### src/rtl/fsol_regs.vh
// constants of the fail-safe output and input logic
//
// Contract
// - any failure sets fail outputs and active flag
// - failures: watchdog, thermal, supply short, reset clamp
// - select bit picks one or two watchdog failures
// - release needs no failure and flag cleared
// - watchdog activation released only after watchdog flag clear
// - every listed failure triggers, any mode
// - outputs activate together; static output holds low (code: dim follows its free-running phase, so may start off)
// - blink output 1.25 Hz, 50 percent duty
// - dim output 100 Hz, 20 percent duty
// - pull-up enables depend on mode and disable bit
// - blink pin doubles as fail-safe input
// - rising edge required within 240 us window
// - supervision on after reset, off by disable bit
// - missing edge sets flag, activates static and dim
// - input failure changes no mode, no reset, interrupt
// - missing flag clear accepted only after new edge
// - supervision runs only in normal mode
// - input filtered at most 1.5 us
// - test select input filtered 16 us
`ifndef FSOL_REGS_VH
`define FSOL_REGS_VH
`define FSOL_CLK_KHZ        40000
`define FSOL_BLINK_HZ_X100  125
`define FSOL_DIM_HZ         100
`define FSOL_BLINK_PER      (`FSOL_CLK_KHZ * 1000 / `FSOL_BLINK_HZ_X100 * 100)
`define FSOL_BLINK_HALF     (`FSOL_BLINK_PER / 2)
`define FSOL_DIM_PER        (`FSOL_CLK_KHZ * 1000 / `FSOL_DIM_HZ)
`define FSOL_DIM_DUTY_PCT   20
`define FSOL_DIM_ON         (`FSOL_DIM_PER * `FSOL_DIM_DUTY_PCT / 100)
`define FSOL_FSI_WIN_US     240
`define FSOL_FSI_WIN_CYC    (`FSOL_FSI_WIN_US * `FSOL_CLK_KHZ / 1000)
`define FSOL_FSI_FILT_NS    1500
`define FSOL_FSI_FILT_CYC   (`FSOL_FSI_FILT_NS * `FSOL_CLK_KHZ / 1000000)
`define FSOL_TEST_FILT_US   16
`define FSOL_TEST_FILT_CYC  (`FSOL_TEST_FILT_US * `FSOL_CLK_KHZ / 1000)
`define FSOL_MODE_INIT      2'h0
`define FSOL_MODE_NORMAL    2'h1
`define FSOL_MODE_OTHER     2'h2
`define FSOL_RST_FLAG       1'b0
`define FSOL_RST_OUT        1'b0
`define FSOL_RST_PIN        1'b1
`endif

### src/rtl/fsol_filter.v
// glitch filter: output follows input once stable for a count
`timescale 1ns/1ps
`default_nettype none
module fsol_filter #(
   parameter integer CYC = 4,
   parameter integer W   = 12
) (
   input  wire mclk_i,
   input  wire arst_n_i,
   input  wire raw_i,
   output reg  filt_o
);
   reg [W-1:0] cnt_q;
   always @(posedge mclk_i or negedge arst_n_i) begin
      if (!arst_n_i) begin
         cnt_q  <= {W{1'b0}};
         filt_o <= 1'b1;
      end else if (raw_i == filt_o) begin
         cnt_q <= {W{1'b0}};
      end else if (cnt_q == CYC[W-1:0] - {{(W-1){1'b0}}, 1'b1}) begin
         cnt_q  <= {W{1'b0}};
         filt_o <= raw_i;
      end else begin
         cnt_q <= cnt_q + {{(W-1){1'b0}}, 1'b1};
      end
   end
endmodule
`default_nettype wire

### src/rtl/fsol_top.v
// fail output driver and fail-safe input supervisor
`timescale 1ns/1ps
`default_nettype none
`include "fsol_regs.vh"
module fsol_top #(
   parameter integer BLINK_HALF = `FSOL_BLINK_HALF,
   parameter integer DIM_PER    = `FSOL_DIM_PER,
   parameter integer DIM_ON     = `FSOL_DIM_ON,
   parameter integer FSI_WIN    = `FSOL_FSI_WIN_CYC
) (
   input  wire       mclk_i,
   input  wire       arst_n_i,
   input  wire [1:0] mode_i,
   input  wire       watchdog_fail_flag_pulse_i,
   input  wire       watchdog_fail_flag_flag_i,
   input  wire       thermal_shutdown_level2_i,
   input  wire       main_supply_short_i,
   input  wire       reset_output_clamped_i,
   input  wire       fo_wd_count_select_i,
   input  wire       fsi_disable_i,
   input  wire       fo_active_clr_i,
   input  wire       fsi_missing_clr_i,
   input  wire       failsafe_input_i,
   input  wire       test_sel_i,
   output reg        fail_out_static_oe_o,
   output reg        fail_out_blink_oe_o,
   output reg        fail_out_dim_oe_o,
   output reg        fail_out_static_pu_o,
   output reg        fail_out_blink_pu_o,
   output reg        fail_out_dim_pu_o,
   output reg        fail_out_active_flag_o,
   output reg        fsi_missing_flag_o,
   output reg        test_sel_filt_o
);
   // -------------------------------------------------------------
   // input filters
   // -------------------------------------------------------------
   wire fsi_filt;
   wire test_filt;
   fsol_filter #(.CYC(`FSOL_FSI_FILT_CYC), .W(12)) u_fsi_filt (
      .mclk_i   (mclk_i),
      .arst_n_i (arst_n_i),
      .raw_i    (failsafe_input_i),
      .filt_o   (fsi_filt)
   );
   fsol_filter #(.CYC(`FSOL_TEST_FILT_CYC), .W(12)) u_test_filt (
      .mclk_i   (mclk_i),
      .arst_n_i (arst_n_i),
      .raw_i    (test_sel_i),
      .filt_o   (test_filt)
   );

   // -------------------------------------------------------------
   // mode decode
   // -------------------------------------------------------------
   wire normal = (mode_i == `FSOL_MODE_NORMAL);
   wire init   = (mode_i == `FSOL_MODE_INIT);
   // supervision counts only in normal mode and while enabled
   wire fsi_on = normal & ~fsi_disable_i;

   // -------------------------------------------------------------
   // watchdog failure counting
   // -------------------------------------------------------------
   reg  wd_cnt_q;
   reg  wd_cnt_d;
   reg  wd_act_q;
   reg  wd_act_d;
   // second failure fires when the select bit asks for two
   wire wd_fire = watchdog_fail_flag_pulse_i &
                  (~fo_wd_count_select_i | wd_cnt_q);
   // served watchdog plus a clear ends a watchdog activation
   wire wd_free = ~watchdog_fail_flag_flag_i & fo_active_clr_i;
   // unserved watchdog keeps the active flag from clearing
   wire wd_keep = wd_act_q & watchdog_fail_flag_flag_i;

   always @* begin
      wd_cnt_d = wd_cnt_q;
      if (wd_fire) begin
         wd_cnt_d = 1'b0;
      end else if (watchdog_fail_flag_pulse_i) begin
         wd_cnt_d = 1'b1;
      end else if (wd_free) begin
         wd_cnt_d = 1'b0;
      end
   end

   always @* begin
      wd_act_d = wd_act_q;
      if (wd_fire) begin
         wd_act_d = 1'b1;
      end else if (wd_free) begin
         wd_act_d = 1'b0;
      end
   end

   always @(posedge mclk_i or negedge arst_n_i) begin
      if (!arst_n_i) begin
         wd_cnt_q <= `FSOL_RST_FLAG;
      end else begin
         wd_cnt_q <= wd_cnt_d;
      end
   end

   always @(posedge mclk_i or negedge arst_n_i) begin
      if (!arst_n_i) begin
         wd_act_q <= `FSOL_RST_FLAG;
      end else begin
         wd_act_q <= wd_act_d;
      end
   end

   // -------------------------------------------------------------
   // active flag
   // -------------------------------------------------------------
   reg  act_d;
   // a clear that meets a level failure is lost, not queued
   wire cond = thermal_shutdown_level2_i | main_supply_short_i |
               reset_output_clamped_i;
   wire trig = cond | wd_fire;

   // set wins over clear; release only once nothing is present
   always @* begin
      act_d = fail_out_active_flag_o;
      if (trig) begin
         act_d = 1'b1;
      end else if (fo_active_clr_i && !wd_keep) begin
         act_d = 1'b0;
      end
   end

   always @(posedge mclk_i or negedge arst_n_i) begin
      if (!arst_n_i) begin
         fail_out_active_flag_o <= `FSOL_RST_FLAG;
      end else begin
         fail_out_active_flag_o <= act_d;
      end
   end

   // -------------------------------------------------------------
   // fail-safe input edge detect
   // -------------------------------------------------------------
   reg  fsi_prev_q;
   // reset matches the filter's idle high, so no false edge
   wire fsi_ris = fsi_filt & ~fsi_prev_q;

   always @(posedge mclk_i or negedge arst_n_i) begin
      if (!arst_n_i) begin
         fsi_prev_q <= `FSOL_RST_PIN;
      end else begin
         fsi_prev_q <= fsi_filt;
      end
   end

   // -------------------------------------------------------------
   // fail-safe input window timer
   // -------------------------------------------------------------
   reg  [13:0] win_q;
   reg  [13:0] win_d;
   wire        win_end = fsi_on & (win_q == FSI_WIN[13:0] - 14'h0001);

   // timer held at zero outside normal mode or when disabled
   always @* begin
      if (!fsi_on || fsi_ris || win_end) begin
         win_d = 14'h0000;
      end else begin
         win_d = win_q + 14'h0001;
      end
   end

   always @(posedge mclk_i or negedge arst_n_i) begin
      if (!arst_n_i) begin
         win_q <= 14'h0000;
      end else begin
         win_q <= win_d;
      end
   end

   // -------------------------------------------------------------
   // missing edge flag
   // -------------------------------------------------------------
   reg  seen_q;
   reg  seen_d;
   reg  miss_d;
   wire miss_set = win_end & ~fsi_ris;
   // clear honoured only once an edge followed the flag
   wire miss_clr = fsi_missing_clr_i & (seen_q | fsi_ris);

   always @* begin
      miss_d = fsi_missing_flag_o;
      if (miss_set) begin
         miss_d = 1'b1;
      end else if (miss_clr) begin
         miss_d = 1'b0;
      end
   end

   always @* begin
      seen_d = seen_q;
      if (miss_set || miss_clr) begin
         seen_d = 1'b0;
      end else if (fsi_ris) begin
         seen_d = 1'b1;
      end
   end

   // no mode change, reset or interrupt comes from this path
   always @(posedge mclk_i or negedge arst_n_i) begin
      if (!arst_n_i) begin
         fsi_missing_flag_o <= `FSOL_RST_FLAG;
      end else begin
         fsi_missing_flag_o <= miss_d;
      end
   end

   always @(posedge mclk_i or negedge arst_n_i) begin
      if (!arst_n_i) begin
         seen_q <= `FSOL_RST_FLAG;
      end else begin
         seen_q <= seen_d;
      end
   end

   // -------------------------------------------------------------
   // blink divider
   // -------------------------------------------------------------
   reg  [24:0] blink_q;
   reg  [24:0] blink_d;
   reg         blink_ph_q;
   reg         blink_ph_d;
   // one-cycle enable at each half period of the blink output
   wire        blink_tick = (blink_q == BLINK_HALF[24:0] - 25'h0000001);

   // restart so each activation begins with a low phase
   always @* begin
      if (!fail_out_active_flag_o || blink_tick) begin
         blink_d = 25'h0000000;
      end else begin
         blink_d = blink_q + 25'h0000001;
      end
   end

   always @* begin
      blink_ph_d = blink_ph_q;
      if (!fail_out_active_flag_o) begin
         blink_ph_d = 1'b0;
      end else if (blink_tick) begin
         blink_ph_d = ~blink_ph_q;
      end
   end

   always @(posedge mclk_i or negedge arst_n_i) begin
      if (!arst_n_i) begin
         blink_q <= 25'h0000000;
      end else begin
         blink_q <= blink_d;
      end
   end

   always @(posedge mclk_i or negedge arst_n_i) begin
      if (!arst_n_i) begin
         blink_ph_q <= 1'b0;
      end else begin
         blink_ph_q <= blink_ph_d;
      end
   end

   // -------------------------------------------------------------
   // dim divider
   // -------------------------------------------------------------
   reg  [18:0] dim_q;
   reg  [18:0] dim_d;
   // free running: an activation joins the period mid-way
   wire        dim_wrap = (dim_q == DIM_PER[18:0] - 19'h00001);
   wire        dim_hi   = (dim_q < DIM_ON[18:0]);

   always @* begin
      if (dim_wrap) begin
         dim_d = 19'h00000;
      end else begin
         dim_d = dim_q + 19'h00001;
      end
   end

   always @(posedge mclk_i or negedge arst_n_i) begin
      if (!arst_n_i) begin
         dim_q <= 19'h00000;
      end else begin
         dim_q <= dim_d;
      end
   end

   // -------------------------------------------------------------
   // low-side switches, oe high pulls the pin low
   // -------------------------------------------------------------
   wire any_act = fail_out_active_flag_o | fsi_missing_flag_o;

   // static follows either flag; dim is gated by its free-running phase, blink by its own
   always @(posedge mclk_i or negedge arst_n_i) begin
      if (!arst_n_i) begin
         fail_out_static_oe_o <= `FSOL_RST_OUT;
      end else begin
         fail_out_static_oe_o <= any_act;
      end
   end

   // blink stays off on a missing edge: its pin is the input
   always @(posedge mclk_i or negedge arst_n_i) begin
      if (!arst_n_i) begin
         fail_out_blink_oe_o <= `FSOL_RST_OUT;
      end else begin
         fail_out_blink_oe_o <= fail_out_active_flag_o & ~blink_ph_q;
      end
   end

   always @(posedge mclk_i or negedge arst_n_i) begin
      if (!arst_n_i) begin
         fail_out_dim_oe_o <= `FSOL_RST_OUT;
      end else begin
         fail_out_dim_oe_o <= any_act & dim_hi;
      end
   end

   // -------------------------------------------------------------
   // pull-up enables
   // -------------------------------------------------------------
   always @(posedge mclk_i or negedge arst_n_i) begin
      if (!arst_n_i) begin
         fail_out_static_pu_o <= `FSOL_RST_OUT;
      end else begin
         fail_out_static_pu_o <= init | normal;
      end
   end

   always @(posedge mclk_i or negedge arst_n_i) begin
      if (!arst_n_i) begin
         fail_out_blink_pu_o <= `FSOL_RST_OUT;
      end else begin
         fail_out_blink_pu_o <= (init | normal) & ~fsi_disable_i;
      end
   end

   always @(posedge mclk_i or negedge arst_n_i) begin
      if (!arst_n_i) begin
         fail_out_dim_pu_o <= `FSOL_RST_OUT;
      end else begin
         fail_out_dim_pu_o <= init;
      end
   end

   // -------------------------------------------------------------
   // filtered test select
   // -------------------------------------------------------------
   always @(posedge mclk_i or negedge arst_n_i) begin
      if (!arst_n_i) begin
         test_sel_filt_o <= `FSOL_RST_PIN;
      end else begin
         test_sel_filt_o <= test_filt;
      end
   end
endmodule
`default_nettype wire

### config.mk
export PLATFORM = sky130hd
export DESIGN_NAME = fsol_top
export DESIGN_NICKNAME = d
export VERILOG_FILES = /design/src/rtl/fsol_filter.v /design/src/rtl/fsol_top.v
export VERILOG_INCLUDE_DIRS = /design/src /design/src/rtl
export SDC_FILE = /design/constraint.sdc
export NUM_CORES = 1
export LEC_CHECK = 0
export ABC_AREA = 1
export BUFFER_PORTS_ARGS = -buffer_cell sky130_fd_sc_hd__buf_4
export CAP_MARGIN = 20
export CORE_MARGIN = 1
export CORE_UTILIZATION = 25
export CTS_CLUSTER_SIZE = 16
export DETAILED_ROUTE_END_ITERATION = 12
export GPL_TIMING_DRIVEN = 1
export PLACE_DENSITY_LB_ADDON = 0.3
export SYNTH_ARGS = -nofsm -noshare
export SYNTH_HDL_FRONTEND = slang
export SYNTH_SLANG_ARGS = --single-unit
### constraint.sdc
create_clock -name mclk_i -period 1.9 [get_ports mclk_i]
set_input_delay 0.19 -clock mclk_i [delete_from_list [all_inputs] [get_ports mclk_i]]
set_output_delay 0.19 -clock mclk_i [all_outputs]
set_load 0.005 [all_outputs]
=== After elaboration in Yosys (flattened, before gate mapping) ===
Cells that the tools add are included.

* Logic and storage cells: 97
* Bits in registers: 98
* Output and inout port bits: 9

* Bitwise logic cells: 26
* Mux-type cells: 19
* $lt $le $gt $ge: 1
* Equal/unequal tests: 9
* $add $sub $neg: 5
* Reduce and logical (&&, ||, !) cells: 16

{| class="wikitable"
|+ Operator list
! cell !! number
|-
| $mux 12 || 4
|-
| $add 25x1->25 const B || 1
|-
| $eq 25x24->1 const B || 1
|-
| $mux 25 || 1
|-
| $add 12x1->12 const B || 2
|-
| $add 19x1->19 const B || 1
|-
| $eq 19x19->1 const B || 1
|-
| $lt 19x17->1 const B || 1
|-
| $mux 19 || 1
|-
| $add 14x1->14 const B || 1
|-
| $eq 14x14->1 const B || 1
|-
| $mux 14 || 1
|-
| $eq 12x10->1 const B || 1
|-
| $eq 12x6->1 const B || 1
|-
| $mux 1 || 12
|-
| $and 1x1->1 || 11
|-
| $not 1->1 || 8
|-
| $reduce_bool 2->1 || 4
|-
| $or 1x1->1 || 7
|-
| $logic_or 1x1->1 || 4
|-
| $reduce_and 2->1 || 2
|-
| $logic_not 1->1 || 3
|-
| $reduce_bool 3->1 || 1
|-
| $eq 1x1->1 || 2
|-
| 4 further kinds || 4
|}

=== Logic depth before layout (Yosys ltp) ===
* Depth in word-level cells: 6
* Gate-level depth with buffers: 9
* Gate-level depth less buffers: 9

=== Cells and area by module ===
From an unflattened synthesis, not the netlist that was laid out.

* Cells, all modules: 686
* Area total of the unflattened synthesis: 5217.5 um^2

{| class="wikitable"
|+ By module, submodules not included
! module !! cells each !! instances !! sequential area each (um^2) !! area each (um^2)
|-
| fsol_top || 508 || 1 || 1804.2 || 3788.6
|-
| fsol_filter at u_fsi_filt || 91 || 1 || 326.6 || 726.9
|-
| fsol_filter at u_test_filt || 87 || 1 || 326.6 || 701.9
|}

=== Worst setup path before layout ===
Ideal clock, no wire load.

* Path type: register to register
* Start point: register blink_q[0]
* End point: register blink_q[16]
* Cell stages (with the launch flop): 10
* Arrival: 1340 ps
* Setup slack: 441 ps
* Cell sequence: dfrtp_1 > ha_1 > nand2_2 > nor2_4 > nand2_4 > nor2_2 > nand2_2 > nand2_4 > buf_8 > nor2_1

* Word-level cells in the longest chain between the ends: 3
* Elaborated cells on any way between the ends: 4
* Those cells by class: add/sub (1); eq/ne (1); mux (1); reduce/logical (1)

{| class="wikitable"
|+ RTL lines
! item !! RTL line !! source
|-
| start: declaration || fsol_top.v:226 || <nowiki>reg [24:0] blink_q;</nowiki>
|-
| start signal: assignment || fsol_top.v:255 || <nowiki>blink_q <= blink_d;</nowiki>
|-
| branches (longest 2 deep; another with $add 25x1->25) || - ||
|-
| $mux 25 (*) || fsol_top.v:235 || <nowiki>if (!fail_out_active_flag_o || blink_tick) begin</nowiki>
|-
| named net blink_d[16] || fsol_top.v:227 || <nowiki>reg [24:0] blink_d;</nowiki>
|}

Mark *: on every way through the listed nets, which the timed path passes.
A chain may end at the register's enable or synchronous reset.

=== Worst setup path after layout ===
* Start point: register dim_q[0]
* End point: register dim_q[7]

* Word-level cells in the longest chain between the ends: 2
* Elaborated cells on any way between the ends: 3
* Those cells by class: add/sub (1); eq/ne (1); mux (1)

{| class="wikitable"
|+ RTL lines
! item !! RTL line !! source
|-
| start: declaration || fsol_top.v:270 || <nowiki>reg [18:0] dim_q;</nowiki>
|-
| start signal: assignment || fsol_top.v:288 || <nowiki>dim_q <= dim_d;</nowiki>
|-
| $add 19x1->19 / $eq 19x19->1 (equally long branches) || fsol_top.v:280, fsol_top.v:273 ||
|-
| $mux 19 (*) || fsol_top.v:277 || <nowiki>if (dim_wrap) begin</nowiki>
|-
| named net dim_d[7] || fsol_top.v:271 || <nowiki>reg [18:0] dim_d;</nowiki>
|}

The timed path passes the listed nets; every way through them passes the cells marked *.

==> results.ini <==
[clock_tree]
ctsHtreeMaxLevel = 3
clockBufferDepth = 2
cts_sinks = 98
cts_root_buffer = clkbuf_16
insertion_delay_ps = 340
cts_tree = built
clk_pin_slew_ps = 60
cts_buffers = 9
cts_resized = 0

[logic_synthesis]
synthesis.nets = 683
synth_edf_count = 0
yosysTopAreaCell = dfrtp_1
synth_top_area_share = 0.4607
yosysWarnings = 0
synthTopCellsByArea = dfrtp_1, nand2_1, nor2_1
seq_area_frac_synth = 0.4813
synthCells = 663
syn_area_mm2 = 0.005106
synth_most_common_cell = nand2_1
synth-async-reset-ratio = 1.000
ys_ff_latch = 98
synth.distinct_cells = 32
avgSynthCellArea_um2 = 7.702
ys.flop_type = dfrtp_1
yosys-top-cells-count = nand2_1, nor2_1, dfrtp_1, inv_1, nand3_1

[timing]
hold_viol = 0
drv_slew = 0
clock_skew_ps = 5.056
post-route-min-period_ps = 1684
worst_pin_slew_ps = 543.3
rsz0062_at_grt = no
setup_violations = 0
finalCritPeriodShare = 0.8863
holdWs_ps = 52.78
max_slew_margin = 0.6350
fmax_ghz = 0.5938
setup_tns_ps = 0

[finish]
post_route_cells_drive_above_1_share = 0.09078
final_nets = 720
final_cell_area_mm2 = 0.005976
seq_area_mm2 = 0.002457
fillers = 2110
multi_input_area_mm2 = 0.002302
antennaDiodeCount = 0
areaGrowthSynthToFinish_pct = 17.03

[drt]
met3_length_um = 386
vias_per_cell = 4.165
wirelength_um = 10380
vias = 4040
first_pass_iters = 4
final_antenna_net_count = 0
drc = 0
top_layer_used = met4
drt_iter0_drc = 190
wl_met2_um = 4675
drt-met1-wl_um = 5234
wire_per_inst_um = 10.70

[placed_design]
gp_congestion = 0.8519
port_buffers = 23
placed_area_mm2 = 0.005619
hpwl_um = 7670

[floorplan]
chipWidth_um = 144.9
rows = 51
die_h_um = 144.9
core_area_mm2 = 0.01972
ios = 24
initial_core_util = 0.2590
dieArea_mm2 = 0.02100

[run]
maxCapViolCount = 0

[pwr]
leakage_nw = 2.646
pwr_density_cell_mw_per_mm2 = 760.9
power.switching_mw = 1.107
p_comb_frac = 0.087
switching_share = 0.2434
ir_drop_uv = 380.7
clkPwrFrac = 0.415
power_mw = 4.547
p_seq_frac = 0.499
intPower_mw = 3.440

[run_status]
status = finished clean

[hold_path]
hp-class = in -> reg

[global_routing]
antenna_found_initial = 0
gr-total-overflow = 0
grt_max_degree = 38
first_global_vias = 4018
grt_use_total = 0.1092
grt_pass1_wl_um = 18730

[worst_setup_path]
crit_required_ps = 2130
path_max_fanout = 5
crit_path_end_kind = register
r2r_slack_ps = 220
startpoint_type = register
cp.arrival_ps = 1920
crit_type = reg -> reg

-- area by class of cell --
cell class / count / share of cell area
inverters: 78 / 0.04900
clock inverters: 3 / 0.007747
multi-input cells: 480 / 0.3853
flip-flops and latches: 98 / 0.4112
clock buffers: 13 / 0.04355
repair buffers: 33 / 0.04774
well taps: 265 / 0.05549
-- final timing paths --
check | from | cells after the start | end
setup reg to reg | dim_q[0] | 6 | dim_q[7]
hold / removal | reset_output_clamped_i | 3 | fail_out_active_flag_o
max in group asynchronous | arst_n_i | 3 | blink_q[12]
min in group asynchronous | arst_n_i | 2 | u_test_filt.cnt_q[10]
setup / recovery | dim_q[0] | 6 | dim_q[7]
hold reg to reg | u_test_filt.filt_o | 0 | test_sel_filt_o
-- power by group through the flow --
stage                     logic (mW)  clock network [mW]  registers, mW
after detailed placement       0.393                   0           2.30
final                          0.394                1.89           2.27
after global placement         0.388                   0           2.30
after floorplan                0.255                   0           2.28
after global routing           0.455                2.04           2.28
after CTS                      0.403                1.97           2.27
-- flip-flops by register name, indices dropped and copies added (netlist names), 12 cells and up --
signal and cells:
blink_q 25, dim_q 19, win_q 14, u_fsi_filt.cnt_q 12
u_test_filt.cnt_q 12
-- metrics by stage --
| step | utilization | worst slack (ps) | cells |
|---|---|---|---|
| 2_1_floorplan | - | 441.4 | 663 |
| 3_3_place_gp | 0.2850 | 282.6 | 949 |
| 3_5_place_dp | 0.2850 | 214.2 | 949 |
| 4_1_cts | 0.3031 | 202.3 | 970 |
| 5_1_grt | 0.3031 | 31.96 | 970 |
| 6_report | 0.3031 | 216.0 | 970 |
-- placed cells by master (no fill, tap or decap) --
master / Yosys / final
nor3_4: 1 / 1
nand2_4: 2 / 2
clkbuf_1: 3 / 2
dfrtp_1: 94 / 94
clkbuf_16: 0 / 9
dfstp_2: 4 / 4
clkbuf_8: 0 / 2
nor4_1: 1 / 1
o21bai_1: 2 / 2
clkinvlp_4: 0 / 1
inv_6: 0 / 1
a31oi_1: 1 / 1
xor2_1: 33 / 33
nand3_1: 46 / 46
buf_12: 0 / 2
inv_2: 1 / 1
a21oi_1: 13 / 13
nor3b_1: 1 / 1
nor2_2: 5 / 5
and2_1: 1 / 1
and3_1: 2 / 2
inv_1: 77 / 77
xnor2_1: 9 / 9
nor3_1: 14 / 14
nor2_1: 149 / 149
nand4_1: 12 / 12
buf_4: 1 / 26
nand2_2: 3 / 3
or2_2: 4 / 4
nor2b_1: 1 / 1
nor2_4: 2 / 2
nand2_1: 158 / 158
dlygate4sd3_1: 0 / 5
ha_1: 5 / 5
o21ai_0: 12 / 12
nand3b_1: 3 / 3
bufinv_16: 0 / 1
-- repair_timing --
action / 4_1_cts / 5_1_grt
endpoints found under the hold margin: 34 / 0
setup buffers: 0 / 0
hold buffers: 5 / 0
-- critical path, stage by stage (launching register included) --
cell	delay (ps)
dfrtp_1	410
ha_1	230
nand3_1	180
nor2_1	310
nand4_1	210
inv_1	170
nor2_1	60
-- cell families after synthesis --
kind of cell / count (synthesis) / synth area share
xor+xnor: 42 / 0.07204
simple gates: 405 / 0.3379
compound gates: 28 / 0.02867
flops: 98 / 0.4813
buf+inv: 85 / 0.06788
fa+ha+maj: 5 / 0.01225
-- layer usage --
layer / GRT usage / up-vias
met5: 0 / -
met4: 0.02394 / 0
met3: 0.03491 / 8
met2: 0.1755 / 49
met1: 0.1424 / 1857
li1: - / 2126
(Power assumes the default switching activity.)
